## config.mk

```make
export PLATFORM = sky130hd
export DESIGN_NAME = pmg_top
export DESIGN_NICKNAME = d
export VERILOG_FILES = /design/src/verilog/pmg_pkg.sv /design/src/verilog/pmg_top.sv /design/src/verilog/pmg_sync.sv /design/src/verilog/pmg_edge_det.sv
export SDC_FILE = /design/constraint.sdc
export NUM_CORES = 1
export LEC_CHECK = 0
export BUFFER_PORTS_ARGS = -buffer_cell sky130_fd_sc_hd__buf_2
export CAP_MARGIN = 20
export CORE_ASPECT_RATIO = 0.75
export CORE_MARGIN = 5
export CORE_UTILIZATION = 50
export CTS_BUF_LIST = sky130_fd_sc_hd__clkbuf_2 sky130_fd_sc_hd__clkbuf_4 sky130_fd_sc_hd__clkbuf_8
export DETAILED_ROUTE_END_ITERATION = 10
export PLACE_DENSITY = 0.77
export SLEW_MARGIN = 40
export SYNTH_ARGS = -nofsm -noshare
export SYNTH_HDL_FRONTEND = slang
export SYNTH_SLANG_ARGS = --single-unit
```

## constraint.sdc

```tcl
create_clock -name i_clk -period 2 [get_ports i_clk]
set_clock_uncertainty 0.05 [all_clocks]
set_input_delay 0.4 -clock i_clk [delete_from_list [all_inputs] [get_ports i_clk]]
set_output_delay 0.4 -clock i_clk [all_outputs]
set_load 0.05 [all_outputs]
```

## src/verilog/pmg_pkg.sv

```systemverilog
package pmg_pkg;

  localparam int PM_ADDR_W = 16;
  localparam int PM_DATA_W = 8;
  localparam int GPIO_W = 16;
  localparam int REG_AW = 8;
  localparam int REG_DW = 16;
  localparam int CNT_W = 4;

  localparam logic [REG_AW-1:0] REG_DIR_OFF = 8'h00;
  localparam logic [REG_AW-1:0] REG_OUT_OFF = 8'h04;
  localparam logic [REG_AW-1:0] REG_IN_OFF = 8'h08;
  localparam logic [REG_AW-1:0] REG_IRQ_EN_OFF = 8'h0c;
  localparam logic [REG_AW-1:0] REG_EDGE_OFF = 8'h10;
  localparam logic [REG_AW-1:0] REG_STAT_OFF = 8'h14;
  localparam logic [REG_AW-1:0] REG_MASK_OFF = 8'h18;

  localparam logic [GPIO_W-1:0] PIN_VALID_MASK = 16'hfffe;
  localparam logic [GPIO_W-1:0] IRQ_CAP_MASK = 16'h00be;
  localparam logic [GPIO_W-1:0] STRAP_MASK = 16'h0040;
  localparam logic [GPIO_W-1:0] ROM_SEL_MASK = 16'h0001;
  localparam int STRAP_PIN = 6;

  localparam logic [REG_DW-1:0] REG_RST_VAL = 16'h0000;
  localparam logic [PM_DATA_W-1:0] DATA_OE_ALL = 8'hff;
  localparam logic [PM_DATA_W-1:0] DATA_OE_NONE = 8'h00;

  localparam int CLK_PERIOD_PS = 4000;
  localparam int MEM_STROBE_NS = 40;
  localparam int MEM_STROBE_CYC = (MEM_STROBE_NS * 1000 + CLK_PERIOD_PS - 1) / CLK_PERIOD_PS;
  localparam int PULLUP_HOLD_NS = 16;
  localparam int PULLUP_HOLD_CYC = (PULLUP_HOLD_NS * 1000 + CLK_PERIOD_PS - 1) / CLK_PERIOD_PS;
  localparam logic [CNT_W-1:0] STROBE_LAST = CNT_W'(MEM_STROBE_CYC - 1);
  localparam logic [CNT_W-1:0] PULLUP_LAST = CNT_W'(PULLUP_HOLD_CYC - 1);
  localparam logic [CNT_W-1:0] CNT_ONE = 4'h1;
  localparam logic [CNT_W-1:0] CNT_ZERO = 4'h0;

  typedef struct packed {
    logic wr;
    logic rd;
    logic [REG_AW-1:0] addr;
    logic [REG_DW-1:0] wdata;
  } pmg_reg_req_t;

  typedef struct packed {
    logic rd;
    logic wr;
    logic [PM_ADDR_W-1:0] addr;
    logic [PM_DATA_W-1:0] wdata;
  } pmg_mem_req_t;

  typedef struct packed {
    logic done;
    logic [PM_DATA_W-1:0] rdata;
  } pmg_mem_rsp_t;

  typedef struct packed {
    logic [PM_ADDR_W-1:0] prog_mem_addr;
    logic prog_mem_wr_n;
    logic prog_mem_rd_n;
    logic prog_mem_ce_n;
  } pmg_mem_pins_t;

  typedef enum logic [1:0] {
    MEM_IDLE,
    MEM_STROBE,
    MEM_RECOVER
  } pmg_mem_state_t;

endpackage

```

## src/verilog/pmg_top.sv

```systemverilog
// Design decisions made here: the register offsets and the plain strobed port.
`timescale 1ns/1ps
`default_nettype none

// Summary of operation
// RULE_01 - Drive sixteen bit program memory address.
// RULE_02 - Write strobe low only during writes.
// RULE_03 - Read strobe low only during reads.
// RULE_04 - Chip enable asserted unless suspended.
// RULE_05 - Chip enable held high during reset.
// RULE_06 - Strap pull-up on while reset active.
// RULE_07 - Pull-up released few cycles after reset.
// RULE_08 - Sample strap once at reset release.
// RULE_09 - Strap value readable in input status.
// RULE_10 - Strap pin becomes general pin afterwards.
// RULE_11 - Low strap selects external program memory.
// RULE_12 - High or floating strap selects ROM.
// RULE_13 - Pins 1-5,7 support edge interrupts.
// RULE_14 - Pins 8-15 are plain input/output.
// RULE_15 - Latched source holds until next reset.
module pmg_top (
  input wire logic i_clk,
  input wire logic i_srst,
  input wire logic i_chip_rst_n,
  input wire logic i_suspend,
  input wire pmg_pkg::pmg_reg_req_t i_reg_req,
  output logic [pmg_pkg::REG_DW-1:0] o_reg_rdata,
  output logic o_irq,
  input wire pmg_pkg::pmg_mem_req_t i_mem_req,
  output logic o_mem_busy,
  output pmg_pkg::pmg_mem_rsp_t o_mem_rsp,
  output pmg_pkg::pmg_mem_pins_t o_prog_mem,
  output logic [pmg_pkg::PM_DATA_W-1:0] o_prog_mem_data,
  output logic [pmg_pkg::PM_DATA_W-1:0] o_prog_mem_data_oe,
  input wire logic [pmg_pkg::PM_DATA_W-1:0] i_prog_mem_data,
  output logic o_mem_data_pullup_en,
  output logic o_internal_code_select,
  input wire logic [pmg_pkg::GPIO_W-1:0] i_gpio,
  output logic [pmg_pkg::GPIO_W-1:0] o_gpio_out,
  output logic [pmg_pkg::GPIO_W-1:0] o_gpio_oe,
  output logic o_strap_pullup_en,
  output logic o_serial_rxd
);

  import pmg_pkg::*;

  function automatic logic reg_hit(input logic [REG_AW-1:0] addr, input logic [REG_AW-1:0] off);
    return addr == off;
  endfunction

  // Pin synchronisers.
  logic chip_rst_n_s;
  logic [GPIO_W-1:0] gpio_s;
  logic [PM_DATA_W-1:0] mem_data_s;

  pmg_sync #(.WIDTH(1), .RST_VAL(1'b0)) u_rst_sync (
    .i_clk(i_clk),
    .i_srst(i_srst),
    .i_d(i_chip_rst_n),
    .o_q(chip_rst_n_s)
  );

  pmg_sync #(.WIDTH(GPIO_W), .RST_VAL(REG_RST_VAL)) u_gpio_sync (
    .i_clk(i_clk),
    .i_srst(i_srst),
    .i_d(i_gpio),
    .o_q(gpio_s)
  );

  // Read data also crosses two stages; the strobe is long enough to cover the lag.
  pmg_sync #(.WIDTH(PM_DATA_W), .RST_VAL(DATA_OE_NONE)) u_data_sync (
    .i_clk(i_clk),
    .i_srst(i_srst),
    .i_d(i_prog_mem_data),
    .o_q(mem_data_s)
  );

  // Chip reset tracking, strap capture and pull-up release.
  logic chip_rst_prev_q;
  logic code_sel_q;
  logic pullup_q;
  logic [CNT_W-1:0] pu_cnt_q;
  wire logic chip_rst_act = ~chip_rst_n_s;
  wire logic chip_rst_rise = chip_rst_n_s & ~chip_rst_prev_q;
  wire logic blk_rst = i_srst | chip_rst_act;

  // The strap is sampled only on the release edge, so later pin activity never moves it.
  wire logic code_sel_d = chip_rst_rise ? gpio_s[STRAP_PIN] : code_sel_q;  // see RULE_08, see RULE_15
  wire logic pu_done = pu_cnt_q == PULLUP_LAST;
  wire logic pullup_d = chip_rst_act ? 1'b1 : (pu_done ? 1'b0 : pullup_q);  // see RULE_06, see RULE_07
  wire logic [CNT_W-1:0] pu_cnt_d = (chip_rst_act | ~pullup_q) ? CNT_ZERO : pu_cnt_q + CNT_ONE;

  always_ff @(posedge i_clk) begin
    if (i_srst) begin
      chip_rst_prev_q <= 1'b0;
      code_sel_q <= 1'b1;
      pullup_q <= 1'b1;
      pu_cnt_q <= CNT_ZERO;
    end else begin
      chip_rst_prev_q <= chip_rst_n_s;
      code_sel_q <= code_sel_d;
      pullup_q <= pullup_d;
      pu_cnt_q <= pu_cnt_d;
    end
  end

  // External program memory port.
  pmg_mem_state_t state_q;
  pmg_mem_state_t state_d;
  logic [CNT_W-1:0] cnt_q;
  logic [CNT_W-1:0] cnt_d;
  logic is_wr_q;
  logic is_wr_d;
  logic [PM_ADDR_W-1:0] addr_q;
  logic [PM_ADDR_W-1:0] addr_d;
  logic wr_n_q;
  logic wr_n_d;
  logic rd_n_q;
  logic rd_n_d;
  logic ce_n_q;
  logic [PM_DATA_W-1:0] dout_q;
  logic [PM_DATA_W-1:0] dout_d;
  logic [PM_DATA_W-1:0] doe_q;
  logic [PM_DATA_W-1:0] doe_d;
  logic busy_q;
  pmg_mem_rsp_t rsp_q;
  pmg_mem_rsp_t rsp_d;
  logic md_pu_q;

  // Fetches are refused while running from ROM, in suspend or in reset.
  wire logic mem_take = (state_q == MEM_IDLE) & ~code_sel_q & ~i_suspend & (i_mem_req.rd | i_mem_req.wr);  // see RULE_11, see RULE_12
  wire logic strobe_end = cnt_q == STROBE_LAST;

  always_comb begin
    state_d = state_q;
    cnt_d = cnt_q;
    is_wr_d = is_wr_q;
    addr_d = addr_q;
    wr_n_d = wr_n_q;
    rd_n_d = rd_n_q;
    dout_d = dout_q;
    doe_d = doe_q;
    rsp_d = rsp_q;
    rsp_d.done = 1'b0;
    unique case (state_q)
      MEM_IDLE: begin
        if (mem_take) begin
          state_d = MEM_STROBE;
          cnt_d = CNT_ZERO;
          is_wr_d = i_mem_req.wr;
          addr_d = i_mem_req.addr;  // see RULE_01
          wr_n_d = ~i_mem_req.wr;  // see RULE_02
          rd_n_d = i_mem_req.wr;  // see RULE_03
          dout_d = i_mem_req.wdata;
          doe_d = i_mem_req.wr ? DATA_OE_ALL : DATA_OE_NONE;
        end
      end
      MEM_STROBE: begin
        cnt_d = cnt_q + CNT_ONE;
        if (strobe_end) begin
          state_d = MEM_RECOVER;
          wr_n_d = 1'b1;  // see RULE_02
          rd_n_d = 1'b1;  // see RULE_03
          rsp_d.done = 1'b1;
          if (!is_wr_q) begin
            rsp_d.rdata = mem_data_s;
          end
        end
      end
      MEM_RECOVER: begin
        // Write data is held one cycle past the strobe for hold time.
        state_d = MEM_IDLE;
        doe_d = DATA_OE_NONE;
      end
      default: begin
        state_d = MEM_IDLE;
        wr_n_d = 1'b1;
        rd_n_d = 1'b1;
        doe_d = DATA_OE_NONE;
      end
    endcase
  end

  always_ff @(posedge i_clk) begin
    if (blk_rst) begin
      state_q <= MEM_IDLE;
      cnt_q <= CNT_ZERO;
      is_wr_q <= 1'b0;
      addr_q <= '0;
      wr_n_q <= 1'b1;
      rd_n_q <= 1'b1;
      ce_n_q <= 1'b1;  // see RULE_05
      dout_q <= DATA_OE_NONE;
      doe_q <= DATA_OE_NONE;
      busy_q <= 1'b0;
      rsp_q <= '0;
    end else begin
      state_q <= state_d;
      cnt_q <= cnt_d;
      is_wr_q <= is_wr_d;
      addr_q <= addr_d;
      wr_n_q <= wr_n_d;
      rd_n_q <= rd_n_d;
      ce_n_q <= i_suspend;  // see RULE_04
      dout_q <= dout_d;
      doe_q <= doe_d;
      busy_q <= state_d != MEM_IDLE;
      rsp_q <= rsp_d;
    end
  end

  // Data bus keepers are on only while code runs from ROM.
  always_ff @(posedge i_clk) begin
    if (i_srst) begin
      md_pu_q <= 1'b1;
    end else begin
      md_pu_q <= code_sel_q;
    end
  end

  // General pins and registers.
  logic [GPIO_W-1:0] dir_q;
  logic [GPIO_W-1:0] out_q;
  logic [GPIO_W-1:0] irq_en_q;
  logic [GPIO_W-1:0] edge_q;
  logic [GPIO_W-1:0] mask_q;
  logic [GPIO_W-1:0] stat_q;
  logic [REG_DW-1:0] rdata_q;
  logic irq_q;
  logic [GPIO_W-1:0] gpio_out_q;
  logic [GPIO_W-1:0] gpio_oe_q;
  logic rxd_q;
  logic [GPIO_W-1:0] pin_event;

  wire logic wr_dir = i_reg_req.wr & reg_hit(i_reg_req.addr, REG_DIR_OFF);
  wire logic wr_out = i_reg_req.wr & reg_hit(i_reg_req.addr, REG_OUT_OFF);
  wire logic wr_irq_en = i_reg_req.wr & reg_hit(i_reg_req.addr, REG_IRQ_EN_OFF);
  wire logic wr_edge = i_reg_req.wr & reg_hit(i_reg_req.addr, REG_EDGE_OFF);
  wire logic wr_mask = i_reg_req.wr & reg_hit(i_reg_req.addr, REG_MASK_OFF);
  wire logic rd_stat = i_reg_req.rd & reg_hit(i_reg_req.addr, REG_STAT_OFF);

  pmg_edge_det #(.WIDTH(GPIO_W)) u_edge (
    .i_clk(i_clk),
    .i_srst(blk_rst),
    .i_level(gpio_s),
    .i_rise_sel(edge_q),
    .i_en(irq_en_q),
    .o_event(pin_event)
  );

  // Bit 0 carries the latched boot source beside the pin levels.
  wire logic [REG_DW-1:0] in_status = (gpio_s & PIN_VALID_MASK) | (ROM_SEL_MASK & {GPIO_W{code_sel_q}});  // see RULE_09
  // A new event in the clearing read's cycle survives the clear.
  wire logic [GPIO_W-1:0] stat_clr = rd_stat ? stat_q : REG_RST_VAL;
  wire logic [GPIO_W-1:0] stat_d = (stat_q & ~stat_clr) | (pin_event & IRQ_CAP_MASK);  // see RULE_13, see RULE_14
  wire logic [GPIO_W-1:0] mask_d = wr_mask ? (i_reg_req.wdata & IRQ_CAP_MASK) : mask_q;
  wire logic [REG_DW-1:0] rd_mux =
    reg_hit(i_reg_req.addr, REG_DIR_OFF) ? dir_q :
    reg_hit(i_reg_req.addr, REG_OUT_OFF) ? out_q :
    reg_hit(i_reg_req.addr, REG_IN_OFF) ? in_status :
    reg_hit(i_reg_req.addr, REG_IRQ_EN_OFF) ? irq_en_q :
    reg_hit(i_reg_req.addr, REG_EDGE_OFF) ? edge_q :
    reg_hit(i_reg_req.addr, REG_STAT_OFF) ? stat_q :
    reg_hit(i_reg_req.addr, REG_MASK_OFF) ? mask_q : REG_RST_VAL;
  // The strap pin may not be driven while its pull-up is still deciding the boot source.
  wire logic [GPIO_W-1:0] oe_d = dir_q & ~(pullup_q ? STRAP_MASK : REG_RST_VAL);  // see RULE_10

  always_ff @(posedge i_clk) begin
    if (blk_rst) begin
      dir_q <= REG_RST_VAL;
      out_q <= REG_RST_VAL;
      irq_en_q <= REG_RST_VAL;
      edge_q <= REG_RST_VAL;
      mask_q <= REG_RST_VAL;
      stat_q <= REG_RST_VAL;
      irq_q <= 1'b0;
      gpio_out_q <= REG_RST_VAL;
      gpio_oe_q <= REG_RST_VAL;
      rxd_q <= 1'b1;
    end else begin
      if (wr_dir) begin
        dir_q <= i_reg_req.wdata & PIN_VALID_MASK;
      end
      if (wr_out) begin
        out_q <= i_reg_req.wdata & PIN_VALID_MASK;
      end
      if (wr_irq_en) begin
        irq_en_q <= i_reg_req.wdata & IRQ_CAP_MASK;  // see RULE_13, see RULE_14
      end
      if (wr_edge) begin
        edge_q <= i_reg_req.wdata & IRQ_CAP_MASK;
      end
      mask_q <= mask_d;
      stat_q <= stat_d;
      irq_q <= |(stat_d & mask_d);
      gpio_out_q <= out_q;
      gpio_oe_q <= oe_d;
      rxd_q <= gpio_s[STRAP_PIN];  // see RULE_10
    end
  end

  // Reads answer even during chip reset so firmware tools can poll.
  always_ff @(posedge i_clk) begin
    if (i_srst) begin
      rdata_q <= REG_RST_VAL;
    end else if (i_reg_req.rd) begin
      rdata_q <= rd_mux;
    end else begin
      rdata_q <= REG_RST_VAL;
    end
  end

  assign o_reg_rdata = rdata_q;
  assign o_irq = irq_q;
  assign o_mem_busy = busy_q;
  assign o_mem_rsp = rsp_q;
  assign o_prog_mem.prog_mem_addr = addr_q;
  assign o_prog_mem.prog_mem_wr_n = wr_n_q;
  assign o_prog_mem.prog_mem_rd_n = rd_n_q;
  assign o_prog_mem.prog_mem_ce_n = ce_n_q;
  assign o_prog_mem_data = dout_q;
  assign o_prog_mem_data_oe = doe_q;
  assign o_mem_data_pullup_en = md_pu_q;
  assign o_internal_code_select = code_sel_q;  // see RULE_12
  assign o_gpio_out = gpio_out_q;
  assign o_gpio_oe = gpio_oe_q;
  assign o_strap_pullup_en = pullup_q;  // see RULE_06
  assign o_serial_rxd = rxd_q;

endmodule

`default_nettype wire

```

## src/verilog/pmg_sync.sv

```systemverilog
`timescale 1ns/1ps
`default_nettype none

module pmg_sync #(
  parameter int WIDTH = 1,
  parameter logic [WIDTH-1:0] RST_VAL = '0
) (
  input wire logic i_clk,
  input wire logic i_srst,
  input wire logic [WIDTH-1:0] i_d,
  output logic [WIDTH-1:0] o_q
);

  logic [WIDTH-1:0] meta_q;

  // The first stage feeds only the second stage.
  always_ff @(posedge i_clk) begin
    if (i_srst) begin
      meta_q <= RST_VAL;
      o_q <= RST_VAL;
    end else begin
      meta_q <= i_d;
      o_q <= meta_q;
    end
  end

endmodule

`default_nettype wire

```

## src/verilog/pmg_edge_det.sv

```systemverilog
`timescale 1ns/1ps
`default_nettype none

module pmg_edge_det #(
  parameter int WIDTH = 16
) (
  input wire logic i_clk,
  input wire logic i_srst,
  input wire logic [WIDTH-1:0] i_level,
  input wire logic [WIDTH-1:0] i_rise_sel,
  input wire logic [WIDTH-1:0] i_en,
  output logic [WIDTH-1:0] o_event
);

  logic [WIDTH-1:0] prev_q;

  always_ff @(posedge i_clk) begin
    if (i_srst) begin
      prev_q <= '0;
    end else begin
      prev_q <= i_level;
    end
  end

  // Each pin picks its own edge; a disabled pin never raises an event.
  genvar g;
  generate
    for (g = 0; g < WIDTH; g++) begin : g_pin
      assign o_event[g] = i_en[g] & (i_rise_sel[g] ? (i_level[g] & ~prev_q[g]) : (~i_level[g] & prev_q[g]));
    end
  endgenerate

endmodule

`default_nettype wire

```

=== After elaboration in Yosys (flattened, before gate mapping) ===
Cells that the tools add are included.

* Bits in registers: 241
* Input bits: 80
* Output and inout port bits: 98
* Word-level logic and storage cells: 156

* $add $sub $neg: 2
* Equality and inequality tests: 12
* Mux-type cells: 31
* Bitwise logic cells: 60
* Reduce and logical (&&, ||, !) cells: 15

{| class="wikitable"
|+ Operators by type and width
! cell !! number
|-
| $mux 16 || 9
|-
| $and 16x16->16 || 3
|-
| $and 1x1->1 || 28
|-
| $eq 8x5->1 const B || 3
|-
| $mux 8 || 3
|-
| $not 1->1 || 22
|-
| $eq 8x4->1 const B || 2
|-
| $not 16->16 || 1
|-
| $not 7->16 || 1
|-
| $or 16x1->16 || 1
|-
| $or 16x8->16 || 1
|-
| $pmux 8 s2 || 1
|-
| $reduce_or 16->1 || 1
|-
| $mux 1 || 9
|-
| $mux 9 || 1
|-
| $add 4x1->4 const B || 2
|-
| $eq 8x3->1 const B || 1
|-
| $logic_not 8->1 || 1
|-
| $pmux 4 s2 || 1
|-
| $reduce_or 2->1 || 4
|-
| $mux 7 || 1
|-
| $pmux 1 s3 || 2
|-
| $reduce_and 2->1 || 3
|-
| $reduce_and 3->1 || 2
|-
| other kinds (12) || 17
|}

=== Longest topological paths before layout ===
* Word-level depth: 8
* Gate-level depth with buffers: 8
* Gate-level depth less buffers: 7

=== By module ===
From an unflattened synthesis, not the netlist that was laid out.

* Cells, all modules: 885
* Area, all modules: 8684.6 µm²

{| class="wikitable"
|+ By module, submodules not included
! module !! instances !! cells an instance !! area an instance (µm²)
|-
| pmg_top || 1 || 700 || 6459.9
|-
| pmg_sync (u_gpio_sync) || 1 || 67 || 863.3
|-
| pmg_edge_det || 1 || 81 || 844.6
|-
| pmg_sync (u_data_sync) || 1 || 33 || 464.2
|-
| pmg_sync (u_rst_sync) || 1 || 4 || 52.6
|}

=== Least setup slack after synthesis ===
OpenSTA, ideal clock, no wires.

* Path kind: input to register
* Start: input port i_reg_req[19] (netlist name)
* End: register rdata_q[0], in the netlist o_reg_rdata[0]
* Library setup time: 0.100 ns
* Arrival time: 1.781 ns
* Setup slack: 0.070 ns
* Cell stages on the path: 6
* Cell sequence: buf_6 -> or4b_4 -> nor2_2 -> buf_4 -> a22oi_2 -> a2111oi_4

* Word-level cells in the longest chain between the ends: 6
* Elaborated cells on any way between the ends: 13
* Classes of those cells: 6 x eq/ne; 5 x mux; 2 x reduce/logical

{| class="wikitable"
|+ RTL lines
! item !! line !! source
|-
| start: declaration || pmg_top.sv:26 || <nowiki>input wire pmg_pkg::pmg_reg_req_t i_reg_req,</nowiki>
|-
| $eq 8x5->1 || pmg_top.sv:48 || <nowiki>return addr == off;</nowiki>
|-
| $mux 16 || pmg_top.sv:264 || <nowiki>reg_hit(i_reg_req.addr, REG_MASK_OFF) ? mask_q : REG_RST_VAL;</nowiki>
|-
| $mux 16 || pmg_top.sv:263 || <nowiki>reg_hit(i_reg_req.addr, REG_STAT_OFF) ? stat_q :</nowiki>
|-
| $mux 16 || pmg_top.sv:262 || <nowiki>reg_hit(i_reg_req.addr, REG_EDGE_OFF) ? edge_q :</nowiki>
|-
| $mux 16 || pmg_top.sv:261 || <nowiki>reg_hit(i_reg_req.addr, REG_IRQ_EN_OFF) ? irq_en_q :</nowiki>
|-
| $mux 16 || pmg_top.sv:260 || <nowiki>reg_hit(i_reg_req.addr, REG_IN_OFF) ? in_status :</nowiki>
|-
| end signal: assignment || pmg_top.sv:307 || <nowiki>rdata_q <= rd_mux;</nowiki>
|-
| end: declaration || pmg_top.sv:228 || <nowiki>logic [REG_DW-1:0] rdata_q;</nowiki>
|}

Several ways; a longest one is shown, not always the timed one.
A chain may end at the register's enable or synchronous reset.

=== Final worst setup path ===
* Start: register code_sel_q, in the netlist o_internal_code_select
* End: register addr_q[14]

* Word-level cells in the longest chain between the ends: 5

{| class="wikitable"
|+ RTL lines
! item !! line !! source
|-
| start: declaration || pmg_top.sv:80 || <nowiki>logic code_sel_q;</nowiki>
|-
| start signal: assignment || pmg_top.sv:101 || <nowiki>code_sel_q <= code_sel_d;</nowiki>
|-
| $not 1->1 || pmg_top.sv:131 || <nowiki>wire logic mem_take = (state_q == MEM_IDLE) & ~code_sel_q & ~i_suspend & (i_mem_req.rd | i_mem_req.wr);</nowiki>
|-
| $and 1x1->1 (3 in series) || pmg_top.sv:131 ||
|-
| $reduce_and 2->1 (no line) || -- ||
|-
| end signal: assignment || pmg_top.sv:201 || <nowiki>addr_q <= addr_d;</nowiki>
|-
| end: declaration || pmg_top.sv:114 || <nowiki>logic [PM_ADDR_W-1:0] addr_q;</nowiki>
|}

Every way passes these cells.

==> flow_summary.ini <==
[placement]
pre_cts_ws_ns = -0.250
gp_congestion = 0.898
placed_area_um2 = 9250
dp.cells = 1197
port_buffers = 173
hpwl_mm = 14.4

[yosys]
ys_top_cells_by_count = dfxtp_1 (229), nand2_1 (121), a21oi_1 (82)
synthCells = 825
yosys_warnings = 0
synth_top_area_share_pct = 57.1
synth_seq_cells = 229
avgSynthCellArea_um2 = 9.73
netlist_area_um2 = 8030
synth_most_common_cell = dfxtp_1
async_flop_share_pct = 0
synth_flop_cell = dfxtp_1
synth.yosys.seq_area_share_pct = 57.1
synth_edf_count = 0
synth_cell_types = 54
yosysTopAreaCell = dfxtp_1
yosys-top-cells-area = dfxtp_1 (57%), nand2_1 (5.7%), a21oi_1 (5.1%)

[timing]
hold_viol = 0
post-route-period-util_pct = 90.6
finalCriticalPeriod_ns = 1.81
final_max_slew_viol_count = 0
grt_setup_unrepaired = false
setup_viol = 0
slew_headroom_pct = 54.2
setup_ws_ns = 0.189
worst_pin_slew_ns = 0.687
fmax_ghz = 0.552

[final_layout]
post-route-util_pct = 63.1
drive_gt1_share_pct = 30.1
instances_no_fill = 1264
area_delta_synth_final_pct = 24.8
stdcell_area_um2 = 10000
num-nets-final = 1108

[clock_tree]
clk_pin_slew_ns = 0.06
clock-sinks = 229
cts_tree = done
numCtsBuffers = 36
hold_buffers = 0
htreeDepth = 2
ctsRootBufferMaster = clkbuf_8
clockBufferDepth = 3
cts_resized = 0
post-cts-setup-buffers = 0
clk_latency_ns = 0.50

[pwr]
ir_drop_uv = 615
power-per-cell-area_nw_per_um2 = 895
leakage_nw = 4.19

[hold_path]
whs_endpoint = u_gpio_sync.meta_q[13]
holdCritStartpoint = i_gpio[13]
worstHoldPathType = primary input to register
whs_path_depth = 2

[outcome]
status = finished clean

[route]
drc = 0
dr_total_vias = 6411
antenna_left = 0
wl_per_cell_um = 15.9
viasPerCell = 5.07
wirelength_mm = 20.0
firstDrtPassIters = 5
drt-initial-drc-count = 439

[die]
ioPinCount = 178
start_util_pct = 50.6
dieWidth_um = 156
row_count = 40
die-area_um2 = 18700
fp.dieH_um = 120
core-area_um2 = 15900

[critical_path]
worst_ep_arrival_time_ns = 2.12
critPathKind = register to register
r2r-end = addr_q[14]
cp-end-kind = register
start_kind = register
crit_buf_inv = 1
cp_cell_sequence = nor4_1 -> o21ai_2 -> buf_4 -> nand2_1 -> a21oi_1
required_ns = 2.31
r2r_cells = 5
r2r_setup_slack_ns = 0.19
cpPeakStageDelay_ns = 0.56
critical_path.top_delay_family = simple AND/OR/NAND/NOR gates
worst-path-max-fanout = 25
slowest_stage = nor4_1
timing.rr.start = o_internal_code_select

[global_route]
globalRouteOverflowTotal = 0
grtUsageTotal_pct = 21.0
grt_antenna_before_repair = 1
grt_pass1_vias = 6166
grt_pass1_wl_mm = 31.9
grt_max_degree = 57

[job]
drv_cap = 0
-- cell usage in the layout, fill, tap and decap left out, drive strengths merged, types with 9 or more instances in the layout --
| cell type | synthesis | routed |
|---|---|---|
| a21oi | 83 | 83 |
| a22oi | 32 | 32 |
| a31oi | 12 | 12 |
| and2 | 58 | 58 |
| and3 | 12 | 12 |
| buf | 26 | 222 |
| clkbuf | 35 | 57 |
| dfxtp | 229 | 229 |
| inv | 11 | 11 |
| mux2i | 14 | 14 |
| nand2 | 121 | 121 |
| nand2b | 9 | 9 |
| nand3 | 27 | 27 |
| nor2 | 27 | 27 |
| nor2b | 58 | 58 |
-- worst max-delay path by stage --
stage	from	endpoint	slack, ns	depth (start not counted)
6_report	o_internal_code_select	addr_q[14]	0.19	5
5_1_grt	state_q[0]	addr_q[14]	0.08	5
4_1_cts	o_internal_code_select	addr_q[14]	0.21	5
3_5_place_dp	i_reg_req[23]	o_irq	-0.25	6
3_3_place_gp	i_reg_req[23]	o_irq	-0.15	6
2_1_floorplan	i_reg_req[19]	o_reg_rdata[0]	0.07	6
-- state kept, by name (all words and copies together), names as in the netlist, 16 cells and up --
register	cells
o_reg_rdata	16
addr_q	16
mask_q	16
stat_q	16
-- layout make-up --
type	instances	area [um^2]
sequential	229	4580
fill	1355	5850
timing repair buffer	222	1260
clock buffer	57	716
antenna	1	2.50
clock inverter	9	50.0
tap	210	263
inverter	11	41.3
multi-input combinational	525	3100
-- cell families after synthesis --
| kind of cell | after synthesis | share of synthesized area, % |
|---|---|---|
| other | 1 | 0.0467 |
| AOI/OAI and AO/OA | 158 | 12.6 |
| muxes | 20 | 2.59 |
| and+or+nand+nor | 340 | 22.6 |
| xor gates and xnor gates | 2 | 0.218 |
| buffers and inverters | 72 | 4.39 |
| DFF | 229 | 57.1 |
| adders and majority gates | 3 | 0.467 |
-- power breakdown --
part           internal, W  total [W]  switching (W)
clock              0.00229    0.00403        0.00175
combinational     0.000126   0.000302       0.000177
sequential         0.00461    0.00464      0.0000237
-- through the flow --
| step | power [W] | TNS [ns] | hold WS (ns) |
|---|---|---|---|
| 2_1_floorplan | 0.00488 | 0 | 0.364 |
| 3_3_place_gp | 0.00503 | -1.60 | 0.366 |
| 3_5_place_dp | 0.00504 | -1.90 | 0.373 |
| 4_1_cts | 0.00908 | 0 | 0.0325 |
| 5_1_grt | 0.00934 | 0 | 0.0311 |
| 6_report | 0.00897 | 0 | 0.0542 |
-- per-layer routing --
metal | up-vias | routed length [um] | global-route usage [%]
met3 | 31 | 1940 | 7.68
met2 | 249 | 8710 | 30.3
met1 | 2945 | 9050 | 29.4
met5 | - | 0 | 0
met4 | 0 | 349 | 6.18
li1 | 3186 | - | -
Note: power is estimated with default switching activity, not from simulation.
